**src/verilog/vtp_pkg.sv**
```systemverilog
/*
 * Package for the vector table placement control block.
 * Assumes a 32-bit AXI4-Lite register bus and a 16-bit word program space.
 */
package vtp_pkg;
   localparam logic [3:0] VTP_ADDR_CTRL = 4'h0;
   localparam logic [3:0] VTP_ADDR_STAT = 4'h4;
   localparam int VTP_BIT_UNLOCK = 0;
   localparam int VTP_BIT_SELECT = 1;
   localparam int VTP_BIT_EXT2 = 5;
   localparam int VTP_BIT_EXT0 = 6;
   localparam int VTP_BIT_EXT1 = 7;
   localparam logic [7:0] VTP_CTRL_RESET = 8'h00;
   localparam logic [7:0] VTP_CTRL_RW_MASK = 8'he3;
   localparam logic [2:0] VTP_UNLOCK_CYCLES = 3'h4;
   localparam logic [15:0] VTP_VEC_TABLE_BASE = 16'h0001;
   localparam logic [1:0] VTP_RESP_OKAY = 2'h0;
   localparam logic [1:0] VTP_RESP_SLVERR = 2'h2;
   typedef enum logic [1:0] {
      VTP_IDLE = 2'b00,
      VTP_OPEN = 2'b01,
      VTP_HOLD = 2'b10
   } vtp_state_t;
endpackage

```
**src/verilog/vtp_ctrl.sv**
```systemverilog
/*
 * Vector table placement control with AXI4-Lite register access.
 * Assumes synchronous fuse and lock inputs and a core that reports fetch
 * region and instruction completion each cycle.
 */
// Notes on behaviour
// - Vector base is flash start when select is zero, boot start if one.
// - Boot start address comes from the boot size fuses, not a register.
// - Unlock clears itself four cycles after set or on a select write.
// - Dispatch is blocked from unlock set until an instruction ends after the select write.
// - Without a select write dispatch stays blocked four cycles.
// - The blocking never touches the core's global interrupt flag.
// - Boot vectors plus application lock block irqs in application code.
// - App vectors plus loader lock block irqs in boot loader code.
// - Vector address is base plus offset; reset address follows fuse.
`timescale 1ns/1ps
module vtp_ctrl
   import vtp_pkg::*;
#(
   parameter int ADDR_W = 16
) (
   input wire logic aclk,
   input wire logic aresetn,
   input wire logic [3:0] s_axi_awaddr,
   input wire logic s_axi_awvalid,
   output logic s_axi_awready,
   input wire logic [31:0] s_axi_wdata,
   input wire logic [3:0] s_axi_wstrb,
   input wire logic s_axi_wvalid,
   output logic s_axi_wready,
   output logic [1:0] s_axi_bresp,
   output logic s_axi_bvalid,
   input wire logic s_axi_bready,
   input wire logic [3:0] s_axi_araddr,
   input wire logic s_axi_arvalid,
   output logic s_axi_arready,
   output logic [31:0] s_axi_rdata,
   output logic [1:0] s_axi_rresp,
   output logic s_axi_rvalid,
   input wire logic s_axi_rready,
   input wire logic [ADDR_W-1:0] boot_size_fuses,
   input wire logic boot_reset_fuse,
   input wire logic application_side_lock_bit,
   input wire logic loader_side_lock_bit,
   input wire logic fetch_in_boot,
   input wire logic instr_done,
   input wire logic [4:0] vector_index,
   output logic [ADDR_W-1:0] vector_base,
   output logic [ADDR_W-1:0] vector_addr,
   output logic [ADDR_W-1:0] reset_addr,
   output logic irq_block,
   output logic ext_irq_zero_enable,
   output logic ext_irq_one_enable,
   output logic ext_irq_two_enable
);
   logic [7:0] ctrl_q, ctrl_d;
   vtp_state_t state_q, state_d;
   logic [2:0] cnt_q, cnt_d;
   logic aw_q, aw_d, w_q, w_d, bv_q, bv_d, rv_q, rv_d;
   logic [3:0] awa_q, awa_d;
   logic [31:0] wd_q, wd_d, rd_q, rd_d;
   logic [1:0] br_q, br_d, rr_q, rr_d;
   logic wr_fire, wr_ctrl, sel_wr;

   assign s_axi_awready = !aw_q && !bv_q;
   assign s_axi_wready = !w_q && !bv_q;
   assign s_axi_arready = !rv_q;
   assign s_axi_bvalid = bv_q;
   assign s_axi_bresp = br_q;
   assign s_axi_rvalid = rv_q;
   assign s_axi_rdata = rd_q;
   assign s_axi_rresp = rr_q;

   always_comb begin
      aw_d = aw_q;
      w_d = w_q;
      awa_d = awa_q;
      wd_d = wd_q;
      bv_d = bv_q;
      br_d = br_q;
      rv_d = rv_q;
      rd_d = rd_q;
      rr_d = rr_q;
      if (s_axi_awvalid && s_axi_awready) begin
         aw_d = 1'b1;
         awa_d = s_axi_awaddr;
      end
      if (s_axi_wvalid && s_axi_wready) begin
         w_d = 1'b1;
         wd_d = s_axi_wdata;
         if (!s_axi_wstrb[0]) begin
            wd_d[7:0] = ctrl_q;
         end
      end
      wr_fire = aw_q && w_q;
      wr_ctrl = wr_fire && (awa_q[3:2] == VTP_ADDR_CTRL[3:2]);
      if (wr_fire) begin
         aw_d = 1'b0;
         w_d = 1'b0;
         bv_d = 1'b1;
         br_d = (awa_q[3:2] == VTP_ADDR_CTRL[3:2]) ? VTP_RESP_OKAY
                                                   : VTP_RESP_SLVERR;
      end else if (bv_q && s_axi_bready) begin
         bv_d = 1'b0;
      end
      if (s_axi_arvalid && s_axi_arready) begin
         rv_d = 1'b1;
         rr_d = VTP_RESP_OKAY;
         if (s_axi_araddr[3:2] == VTP_ADDR_CTRL[3:2]) begin
            rd_d = {24'h000000, ctrl_q};
         end else if (s_axi_araddr[3:2] == VTP_ADDR_STAT[3:2]) begin
            rd_d = {28'h0000000, cnt_q, irq_block};
         end else begin
            rd_d = 32'h00000000;
            rr_d = VTP_RESP_SLVERR;
         end
      end else if (rv_q && s_axi_rready) begin
         rv_d = 1'b0;
      end
   end

   always_ff @(posedge aclk) begin
      if (!aresetn) begin
         aw_q <= 1'b0;
         w_q <= 1'b0;
         awa_q <= 4'h0;
         wd_q <= 32'h00000000;
         bv_q <= 1'b0;
         br_q <= 2'h0;
         rv_q <= 1'b0;
         rd_q <= 32'h00000000;
         rr_q <= 2'h0;
      end else begin
         aw_q <= aw_d;
         w_q <= w_d;
         awa_q <= awa_d;
         wd_q <= wd_d;
         bv_q <= bv_d;
         br_q <= br_d;
         rv_q <= rv_d;
         rd_q <= rd_d;
         rr_q <= rr_d;
      end
   end

   always_comb begin
      ctrl_d = ctrl_q;
      state_d = state_q;
      cnt_d = cnt_q;
      sel_wr = wr_ctrl && ctrl_q[VTP_BIT_UNLOCK] && !wd_q[VTP_BIT_UNLOCK];
      if (wr_ctrl) begin
         ctrl_d[VTP_BIT_EXT0] = wd_q[VTP_BIT_EXT0];
         ctrl_d[VTP_BIT_EXT1] = wd_q[VTP_BIT_EXT1];
         ctrl_d[VTP_BIT_EXT2] = wd_q[VTP_BIT_EXT2];
      end
      case (state_q)
         VTP_IDLE: begin
            if (wr_ctrl && wd_q[VTP_BIT_UNLOCK]) begin
               ctrl_d[VTP_BIT_UNLOCK] = 1'b1;
               state_d = VTP_OPEN;
               cnt_d = VTP_UNLOCK_CYCLES;
            end
         end
         VTP_OPEN: begin
            if (sel_wr) begin
               ctrl_d[VTP_BIT_SELECT] = wd_q[VTP_BIT_SELECT];
               ctrl_d[VTP_BIT_UNLOCK] = 1'b0;
               state_d = VTP_HOLD;
               cnt_d = 3'h0;
            end else if (cnt_q == 3'h1) begin
               ctrl_d[VTP_BIT_UNLOCK] = 1'b0;
               state_d = VTP_IDLE;
               cnt_d = 3'h0;
            end else begin
               cnt_d = cnt_q - 3'h1;
            end
         end
         VTP_HOLD: begin
            if (instr_done) begin
               state_d = VTP_IDLE;
            end
         end
         default: begin
            state_d = VTP_IDLE;
            ctrl_d = VTP_CTRL_RESET;
            cnt_d = 3'h0;
         end
      endcase
      ctrl_d = ctrl_d & VTP_CTRL_RW_MASK;
   end

   always_ff @(posedge aclk) begin
      if (!aresetn) begin
         ctrl_q <= VTP_CTRL_RESET;
         state_q <= VTP_IDLE;
         cnt_q <= 3'h0;
      end else begin
         ctrl_q <= ctrl_d;
         state_q <= state_d;
         cnt_q <= cnt_d;
      end
   end

   // Only this output gates dispatch; the core's global flag is untouched.
   assign irq_block = (state_q != VTP_IDLE)
      || (ctrl_q[VTP_BIT_SELECT] && application_side_lock_bit
          && !fetch_in_boot)
      || (!ctrl_q[VTP_BIT_SELECT] && loader_side_lock_bit
          && fetch_in_boot);
   assign vector_base = ctrl_q[VTP_BIT_SELECT] ? boot_size_fuses
                                               : '0;
   assign vector_addr = vector_base + VTP_VEC_TABLE_BASE[ADDR_W-1:0]
      + ADDR_W'(vector_index);
   assign reset_addr = boot_reset_fuse ? '0 : boot_size_fuses;
   assign ext_irq_zero_enable = ctrl_q[VTP_BIT_EXT0];
   assign ext_irq_one_enable = ctrl_q[VTP_BIT_EXT1];
   assign ext_irq_two_enable = ctrl_q[VTP_BIT_EXT2];
endmodule

```
**config.mk**
```make
export PLATFORM = sky130hd
export DESIGN_NAME = vtp_ctrl
export DESIGN_NICKNAME = d
export VERILOG_FILES = /design/src/verilog/vtp_pkg.sv /design/src/verilog/vtp_ctrl.sv
export SDC_FILE = /design/constraint.sdc
export NUM_CORES = 1
export LEC_CHECK = 0
export ABC_CLOCK_PERIOD_IN_PS = 6650
export BUFFER_PORTS_ARGS = -buffer_cell sky130_fd_sc_hd__buf_2
export CORE_ASPECT_RATIO = 1.75
export CORE_MARGIN = 2
export CORE_UTILIZATION = 44
export CTS_BUF_LIST = sky130_fd_sc_hd__clkbuf_4
export DETAILED_ROUTE_END_ITERATION = 12
export GPL_TIMING_DRIVEN = 0
export PLACE_DENSITY = 0.88
export SYNTH_ARGS = -nofsm -noshare
export SYNTH_HDL_FRONTEND = slang
export SYNTH_SLANG_ARGS = --single-unit
```
**constraint.sdc**
```tcl
create_clock -name aclk -period 6.65 [get_ports aclk]
set_clock_uncertainty 0.1 [all_clocks]
set_input_delay 0.3325 -clock aclk [delete_from_list [all_inputs] [get_ports aclk]]
set_output_delay 0.3325 -clock aclk [all_outputs]
set_load 0.01 [all_outputs]
```
# Yosys cells after proc, flatten, opt, wreduce, memory -nomap -nowiden
# Index checks and enable logic that the tools add are counted.
[word_totals]
output_inout_bits = 93
input_bits = 77
register_bits = 65
word_cells = 95
[op_classes]
eq_ne = 8
addsub = 3
bitwise_logic = 3
mux = 27
n_reduce_logical = 39
[op_table]
columns = ["operator", "count"]
rows = [
  ["16-bit 2-to-1 mux", 2],
  ["16-bit by 1-bit adder with 16-bit output (second input constant)", 1],
  ["16-bit by 5-bit adder with 16-bit output", 1],
  ["1-bit logical AND", 16],
  ["8-bit 2-to-1 mux", 2],
  ["2-bit 2-to-1 mux", 7],
  ["3-bit 2-to-1 mux", 3],
  ["3-bit one-hot mux with 3 select lines", 1],
  ["1-bit 2-to-1 mux", 8],
  ["1-bit logical NOT", 7],
  ["2-bit logical NOT", 3],
  ["2-bit != test (second input constant)", 3],
  ["2-bit one-hot mux with 3 select lines", 1],
  ["2-bit AND reduction", 3],
  ["3-bit AND reduction", 2],
  ["2-bit nonzero test", 3],
  ["2-bit by 1-bit equality test with 1-bit output (second input constant)", 2],
  ["4-bit 2-to-1 mux", 1],
  ["2-bit OR reduction", 2],
  ["3-bit by 1-bit equality test with 1-bit output (second input constant)", 1],
  ["3-bit != test (second input constant)", 1],
  ["1-bit NOT", 3],
  ["1-bit one-hot mux with 3 select lines", 1],
  ["3-bit OR reduction", 1],
  ["other kinds (4)", 5],
]

# Logic depth before layout (Yosys ltp)
# Gate-level depths: netlist of run 1.
[logic_depth]
ltp_word = 6
mapped_depth = 11
depth_no_buf = 9

# Worst setup path after synthesis of run 1
# OpenSTA, ideal clock, no wires.
[synth_timing]
path_type = "register to output"
from = "reg ctrl_q[1]"
to = "out vector_addr[14]"
path_buffers = 2
stages_incl_launch_ff = 12
t_arrival_ns = 2.234
required_ns = 6.218
path_slack_ns = 3.984
path_cell_list = "dfxtp_1 -> clkbuf_1 -> clkbuf_1 -> nand2_1 -> ha_1 -> inv_1 -> fa_1 -> a211oi_1 -> o21bai_1 -> nor3b_2 -> nand3_1 -> xnor2_1"
[synth_via]
elab_chain_len = 3
[synth_lines]
columns = ["element", "line_no", "text"]
rows = [
  ["start: declaration", "vtp_ctrl.sv:56", "logic [7:0] ctrl_q, ctrl_d;"],
  ["start signal: assignment", "vtp_ctrl.sv:198", "ctrl_q <= ctrl_d;"],
  ["16-bit 2-to-1 mux", "vtp_ctrl.sv:210", "assign vector_base = ctrl_q[VTP_BIT_SELECT] ? boot_size_fuses"],
  ["16-bit by 1-bit adder with 16-bit output", "vtp_ctrl.sv:212", "assign vector_addr = vector_base + VTP_VEC_TABLE_BASE[ADDR_W-1:0]"],
  ["16-bit by 5-bit adder with 16-bit output", "vtp_ctrl.sv:213", "+ ADDR_W'(vector_index);"],
  ["end: declaration", "vtp_ctrl.sv:49", "output logic [ADDR_W-1:0] vector_addr,"],
]
# No other way between the ends.

# Worst setup path in the final report of run 1
# Same ends and word-level chain as after synthesis.

==> flow_metrics.env, run 1 <==
export IMPL_outcome="completed"
export IMPL_worstPathArrival_ps=3380
export IMPL_max_vdd_ir_drop_mv=0.158
export IMPL_synth_area_leaders="dfxtp_1 (28%), buf_4 (9.5%), mux2i_1 (6.6%)"
export IMPL_clockBufferDepth=2
export IMPL_slew_violations=0
export IMPL_final_cells=459
export IMPL_gp_congestion=0.949
export IMPL_vias=2292
export IMPL_core_area_um2=4670
export IMPL_post_synth_num_cell_types=45
export IMPL_cts_resized_gates=0
export IMPL_clk_latency_ps=340
export IMPL_grt_max_degree=11
export IMPL_path_delay_family="buffers and inverters"
export IMPL_drt_first_pass_iters=5
export IMPL_drt_initial_drc_count=67
export IMPL_drive_above_1_share=0.364
export IMPL_die_h_um=96.0
export IMPL_fin_crit_sh=0.574
export IMPL_synth_common_cells="nor2_1 (34), dfxtp_1 (30), buf_4 (27), and2_1 (16), nor2b_1 (16)"
export IMPL_place_area_um2=2830
export IMPL_h_tree_depth=2
export IMPL_grt_usage=0.220
export IMPL_rsz0062_at_grt="false"
export IMPL_critPathKind="reg2out"
export IMPL_ant_nets=0
export IMPL_synthMostInstantiatedCell="nor2_1"
export IMPL_p_per_area_nw_per_um2=137
export IMPL_antenna_diode_count=0
export IMPL_path_buf_inv=4
export IMPL_port_buffers=107
export IMPL_synthFlopType="dfxtp_1"
export IMPL_crit_path_frequent_cell="clkbuf_1"
export IMPL_final_core_util=0.617
export IMPL_hold_viol=0
export IMPL_final_area_um2=2880
export IMPL_ys_seq_area_frac=0.282
export IMPL_grt_pass1_vias=2133
export IMPL_setup_slack_ps=2830
export IMPL_maxCapViolCount=0
export IMPL_synth_area_um2=2130
export IMPL_cts_clk_slew_worst_paths_ps=90
export IMPL_drcViolationCount=0
export IMPL_slew_headroom=0.643
export IMPL_setup_violations=0
export IMPL_async_reset_ff_frac=0
export IMPL_grt_overflow=0
export IMPL_cts_sinks=30
export IMPL_clock_root_buffer="clkbuf_4"
export IMPL_io_pins=170
export IMPL_syn_avg_cell_area_um2=8.00
export IMPL_hpwl_um=5060
export IMPL_via_per_inst=4.99
export IMPL_worstMarginPinSlew_ps=536
export IMPL_grt_pass1_wl_um=9380
export IMPL_layout_min_cycle_time_ps=3820
export IMPL_cp_end_kind="primary output"
export IMPL_regArea_um2=601
export IMPL_synth_top_area_frac=0.282
export IMPL_cp_required_ps=6220
export IMPL_path_max_fanout=10
export IMPL_area_growth_pct=35.4
export IMPL_hp_class="in2reg"
export IMPL_place_inst=451
export IMPL_slowest_delay_ps=430
export IMPL_die_w_um=56.6
export IMPL_num_fill_cells=421
export IMPL_yosysWarnings=0
export IMPL_std_cell_rows=33
export IMPL_path_cells="clkbuf_1 > clkbuf_1 > nand2_1 > ha_1 > inv_1 > fa_1 > a211oi_1 > o21bai_1 > nor3b_2 > nand3_1 > xnor2_1 > buf_2"
export IMPL_hold_buffers=0
export IMPL_ys_ff_latch=30
export IMPL_start_kind="flip-flop"
export IMPL_timing_setup_tns_ps=0
export IMPL_antenna_found_initial=0
export IMPL_wl_per_cell_um=13.4
export IMPL_synth_largest_area_cell="dfxtp_1"
export IMPL_synth_edf_count=0
export IMPL_cts_tree="done"
export IMPL_cts_made_buffers=5
export IMPL_fmax_ghz=0.262
export IMPL_nNetsFinal=491
export IMPL_cpMaxStageDelayCell="dfxtp_1"
export IMPL_post_place_ws_ps=3090
export IMPL_synthCells=266
export IMPL_multi_input_area_um2=1320
export IMPL_post_cts_setup_buffers=0
export IMPL_start_util=0.456
export IMPL_die_area_um2=5430
export IMPL_wirelength_um=6130
export IMPL_total_leakage_power_uw=0.00156
layout by cell type, fill, tap and decap left out, types with 2 or more instances in the layout:
| master | n |
|---|---|
| and2_1 | 16 |
| buf_4 | 27 |
| dfxtp_1 | 30 |
| nor2_1 | 34 |
| a211oi_1 | 8 |
| nor3_1 | 5 |
| nand2_1 | 10 |
| conb_1 | 27 |
| nand3_1 | 9 |
| buf_2 | 107 |
| ha_1 | 7 |
| a22oi_1 | 6 |
| clkbuf_1 | 7 |
| nand2b_1 | 5 |
| nand3b_1 | 2 |
| xnor2_1 | 7 |
| inv_1 | 15 |
| o21ai_0 | 4 |
| xor2_1 | 5 |
| o31ai_1 | 3 |
| nand4_1 | 2 |
| nor2b_1 | 16 |
| clkbuf_4 | 6 |
| a21oi_1 | 11 |
| mux2i_1 | 14 |
kinds of logic after synthesis:
logic type      after synthesis  share of synthesized area
compound gates               42                      0.138
xor+xnor                     12                     0.0494
fa+ha+maj                     8                     0.0506
buf+inv                      51                      0.141
flops                        30                      0.282
mux                          14                     0.0659
other cells                   1                    0.00176
simple gates                108                      0.271
worst register-to-register path: stages, from the launching register on:
cell and delay (ps):
dfxtp_1 430, clkbuf_1 400, clkbuf_1 410, mux2i_1 130, a211oi_1 230
where the power goes:
group          total (uW)  internal [uW]  switching [uW]  leakage [uW]
Combinational        94.1           44.2            49.9       0.00128
Clock                 108           43.7            64.0     0.0000331
Sequential            193            187            6.34      0.000244
state kept, by name, summed over array words and instances, names as in the netlist:
register,flops
wd_q,5
ctrl_q,5
cnt_q,3
s_axi_bvalid,1
s_axi_rresp,1
awa_q,2
aw_q,1
w_q,1
state_q,2
s_axi_rvalid,1
s_axi_rdata,7
s_axi_bresp,1
path summary, 6_finish.rpt:
path	start	to	slack, ps	cells after the start
min	s_axi_rready	s_axi_rvalid	80	2
max	ctrl_q[1]	vector_addr[14]	2830	12
max reg2reg	ctrl_q[1]	wd_q[1]	4890	4
min reg2reg	s_axi_rdata[1]	s_axi_rdata[1]	390	2
routing by layer:
layer	vias to the layer above	part of all wire	track usage
li1	1133	-	-
met1	1008	0.33	0.199
met2	135	0.56	0.450
met3	16	0.078	0.0403
met4	0	0.028	0.107
met5	-	0	0
through the flow:
stage / hold slack, ps / power [uW]
final: 77.3 / 395
after global routing: 70.5 / 414
after CTS: 76.4 / 396
after detailed placement: 369 / 291
after global placement: 355 / 288
after floorplan: 332 / 255
layout make-up:
type,instances,share of cell area
Multi-Input combinational cell,211,0.460
Sequential cell,30,0.209
Timing Repair Buffer,107,0.186
Buffer,36,0.0847
Tap cell,52,0.0226
Inverter,15,0.0196
Clock buffer,6,0.0156
Clock inverter,2,0.00304
(Power assumes the default switching activity.)
==> inputs of run 2 (changes only) <==
--- a/config.mk
+++ b/config.mk
@@ -5,15 +5,16 @@
 export SDC_FILE = /design/constraint.sdc
 export NUM_CORES = 1
 export LEC_CHECK = 0
-export ABC_CLOCK_PERIOD_IN_PS = 6650
+export ABC_AREA = 1
+export ABC_CLOCK_PERIOD_IN_PS = 3100
 export BUFFER_PORTS_ARGS = -buffer_cell sky130_fd_sc_hd__buf_2
 export CORE_ASPECT_RATIO = 1.75
 export CORE_MARGIN = 2
-export CORE_UTILIZATION = 44
+export CORE_UTILIZATION = 38
 export CTS_BUF_LIST = sky130_fd_sc_hd__clkbuf_4
 export DETAILED_ROUTE_END_ITERATION = 12
 export GPL_TIMING_DRIVEN = 0
-export PLACE_DENSITY = 0.88
+export PLACE_DENSITY = 0.79
 export SYNTH_ARGS = -nofsm -noshare
 export SYNTH_HDL_FRONTEND = slang
 export SYNTH_SLANG_ARGS = --single-unit
==> constraint.sdc (replaced) <==
create_clock -name aclk -period 3.1 [get_ports aclk]
set_clock_uncertainty 0.1 [all_clocks]
set_input_delay 0.155 -clock aclk [delete_from_list [all_inputs] [get_ports aclk]]
set_output_delay 0.155 -clock aclk [all_outputs]
set_load 0.01 [all_outputs]
==> run 2 against run 1 <==
Global-route usage decreased by 1.2 points. Non-clock buffer count stayed put. Worst setup slack worse by 2400 ps. Synthesized cell count rose by 40%. Area after synthesis up 6.5%. Routed wire length is 11% higher. Power up 120%. Via count increased by 19%. First-iteration DRC count grew 120%. Critical endpoint is now vector_addr[12]. Largest cell class unchanged.
==> flow_metrics.env, run 2 <==
export IMPL_final_cells=593
export IMPL_grt_max_degree=11
export IMPL_synth_edf_count=0
export IMPL_grt_pass1_wl_um=11100
export IMPL_timing_setup_tns_ps=0
export IMPL_clock_root_buffer="clkbuf_4"
export IMPL_total_leakage_power_uw=0.00189
export IMPL_drcViolationCount=0
export IMPL_port_buffers=105
export IMPL_area_growth_pct=35.9
export IMPL_wl_met3_um=505
export IMPL_start_util=0.388
export IMPL_crit_path_frequent_cell="nand2_1"
export IMPL_top_layer_used="met4"
export IMPL_power_uw=857
export IMPL_clk_latency_ps=340
export IMPL_cts_sinks=30
export IMPL_ys_ff_latch=30
export IMPL_p_per_area_nw_per_um2=278
export IMPL_cp_end_kind="primary output"
export IMPL_outcome="completed"
export IMPL_fmax_ghz=0.371
export IMPL_syn_avg_cell_area_um2=6.07
export IMPL_async_reset_ff_frac=0
export IMPL_post_cts_setup_buffers=0
export IMPL_layout_commonest_cell="buf_2"
export IMPL_ys_seq_area_frac=0.265
export IMPL_std_cell_rows=37
export IMPL_ant_nets=0
export IMPL_path_delay_family="simple AND/OR/NAND/NOR gates"
export IMPL_met2WireLength_um=3800
export IMPL_holdPathStages=3
export IMPL_wirelength_um=6820
export IMPL_die_area_um2=6620
export IMPL_gp_congestion=0.926
export IMPL_path_cells="buf_6 > buf_4 > nand2_1 > ha_1 > inv_1 > fa_1 > nand3_1 > nand3_1 > nand3_1 > nand2_1 > nand2_1 > nand2_1 > buf_2"
export IMPL_synthMostInstantiatedCell="nand2_1"
export IMPL_grt_overflow=0
export IMPL_synth_area_leaders="dfxtp_1 (27%), nand2_1 (16%), inv_1 (9.9%)"
export IMPL_largest_register_ffs=7
export IMPL_place_inst=582
export IMPL_slew_violations=0
export IMPL_critPathKind="reg2out"
export IMPL_slowest_delay_ps=420
export IMPL_hold_viol=0
export IMPL_synthCells=373
export IMPL_final_cell_mix="buf_2 (106), nand2_1 (97), inv_1 (60)"
export IMPL_die_w_um=62.4
export IMPL_place_area_um2=2990
export IMPL_final_core_util=0.528
export IMPL_start_kind="flip-flop"
export IMPL_maxCapViolCount=0
export IMPL_core_area_um2=5830
export IMPL_wl_per_cell_um=11.5
export IMPL_path_buf_inv=4
export IMPL_vias=2728
export IMPL_cts_made_buffers=5
export IMPL_layout_min_cycle_time_ps=2690
export IMPL_crit_cells=13
export IMPL_worstMarginPinSlew_ps=529
export IMPL_nNetsFinal=600
export IMPL_die_h_um=106
export IMPL_path_max_fanout=10
export IMPL_drt_first_pass_iters=4
export IMPL_drive_above_1_share=0.301
export IMPL_hp_class="in2reg"
export IMPL_cpMaxStageDelayCell="fa_1"
export IMPL_io_pins=170
export IMPL_synth_largest_area_cell="dfxtp_1"
export IMPL_via_per_inst=4.60
export IMPL_fin_crit_sh=0.869
export IMPL_antenna_diode_count=0
export IMPL_grt_usage=0.208
export IMPL_met1_length_um=2300
export IMPL_post_synth_num_cell_types=29
export IMPL_yosysWarnings=0
export IMPL_synth_top_area_frac=0.265
export IMPL_antenna_found_initial=0
export IMPL_drt_initial_drc_count=148
export IMPL_r2r_cells=7
export IMPL_synth_area_um2=2270
export IMPL_synthFlopType="dfxtp_1"
export IMPL_h_tree_depth=2
export IMPL_clockBufferDepth=2
export IMPL_slew_headroom=0.647
export IMPL_hpwl_um=5740
export IMPL_cp_required_ps=2840
export IMPL_max_vdd_ir_drop_mv=0.254
export IMPL_rsz0062_at_grt="false"
export IMPL_cts_tree="done"
export IMPL_grt_pass1_vias=2561
export IMPL_synth_common_cells="nand2_1 (97), inv_1 (60), nor2_1 (49), dfxtp_1 (30), buf_4 (28)"
export IMPL_setup_violations=0
export IMPL_worstPathArrival_ps=2440
export IMPL_cts_clk_slew_worst_paths_ps=90
export IMPL_final_area_um2=3080
[run 2: cell count changes after synthesis, moves of 7 or more]
cell / change
a211oi_1: -7
a21oi_1: +12
and2_1: -16
inv_1: +45
mux2i_1: -14
nand2_1: +87
nand3_1: +16
nor2_1: +15
nor2b_1: -16
o21ai_0: +10
xnor2_1: -7
[run 2: final timing paths]
check	startpoint	end	slack (ps)
worst max-delay path	ctrl_q[1]	vector_addr[12]	410
worst min-delay path	instr_done	state_q[1]	6
worst max register to register	ctrl_q[0]	ctrl_q[0]	1700
worst min register to register	wd_q[5]	ctrl_q[5]	360
[run 2: metrics by stage]
step / worst slack (ps) / hold slack (ps)
floorplan: 1110 / 213
global placement: 804 / 308
detailed placement: 778 / 317
CTS: 409 / 7.66
global route: 203 / 37.4
finish: 407 / 6.15
[run 2: kinds of logic after synthesis]
| logic type | after synthesis | share of synthesized area |
|---|---|---|
| compound gates | 43 | 0.101 |
| xor+xnor | 7 | 0.0271 |
| fa+ha+maj | 8 | 0.0475 |
| buf+inv | 98 | 0.213 |
| flops | 30 | 0.265 |
| other cells | 1 | 0.00165 |
| simple gates | 186 | 0.345 |
[run 2: where the power goes]
part	total, uW	internal, uW	switching (uW)
Combinational	211	89.8	122
Clock	234	103	131
Sequential	412	402	10.6
Total	857	594	263
[run 2: cell type report]
class | instances | area (um2)
fillers | 613 | 2750
multi-input cells | 271 | 1280
flip-flops and latches | 30 | 601
repair buffers | 109 | 566
plain buffers | 34 | 241
inverters | 64 | 240
well taps | 78 | 97.6
clock buffers | 7 | 52.6
[run 2: worst min-delay path, cell delays in order]
cell	delay [ps]
buf_2	80
nand3b_1	90
a21oi_1	70
[run 2: routing by layer]
layer	global-route usage	vias up
met3	0.0402	20
met1	0.181	1192
met4	0.103	0
met5	0	-
met2	0.433	136
li1	-	1380
[run 2: what timing repair did]
action	in CTS	in global routing
endpoints found under the setup margin	0	0
resized for setup	0	0
endpoints found under the hold margin	4	0
hold buffers	4	0
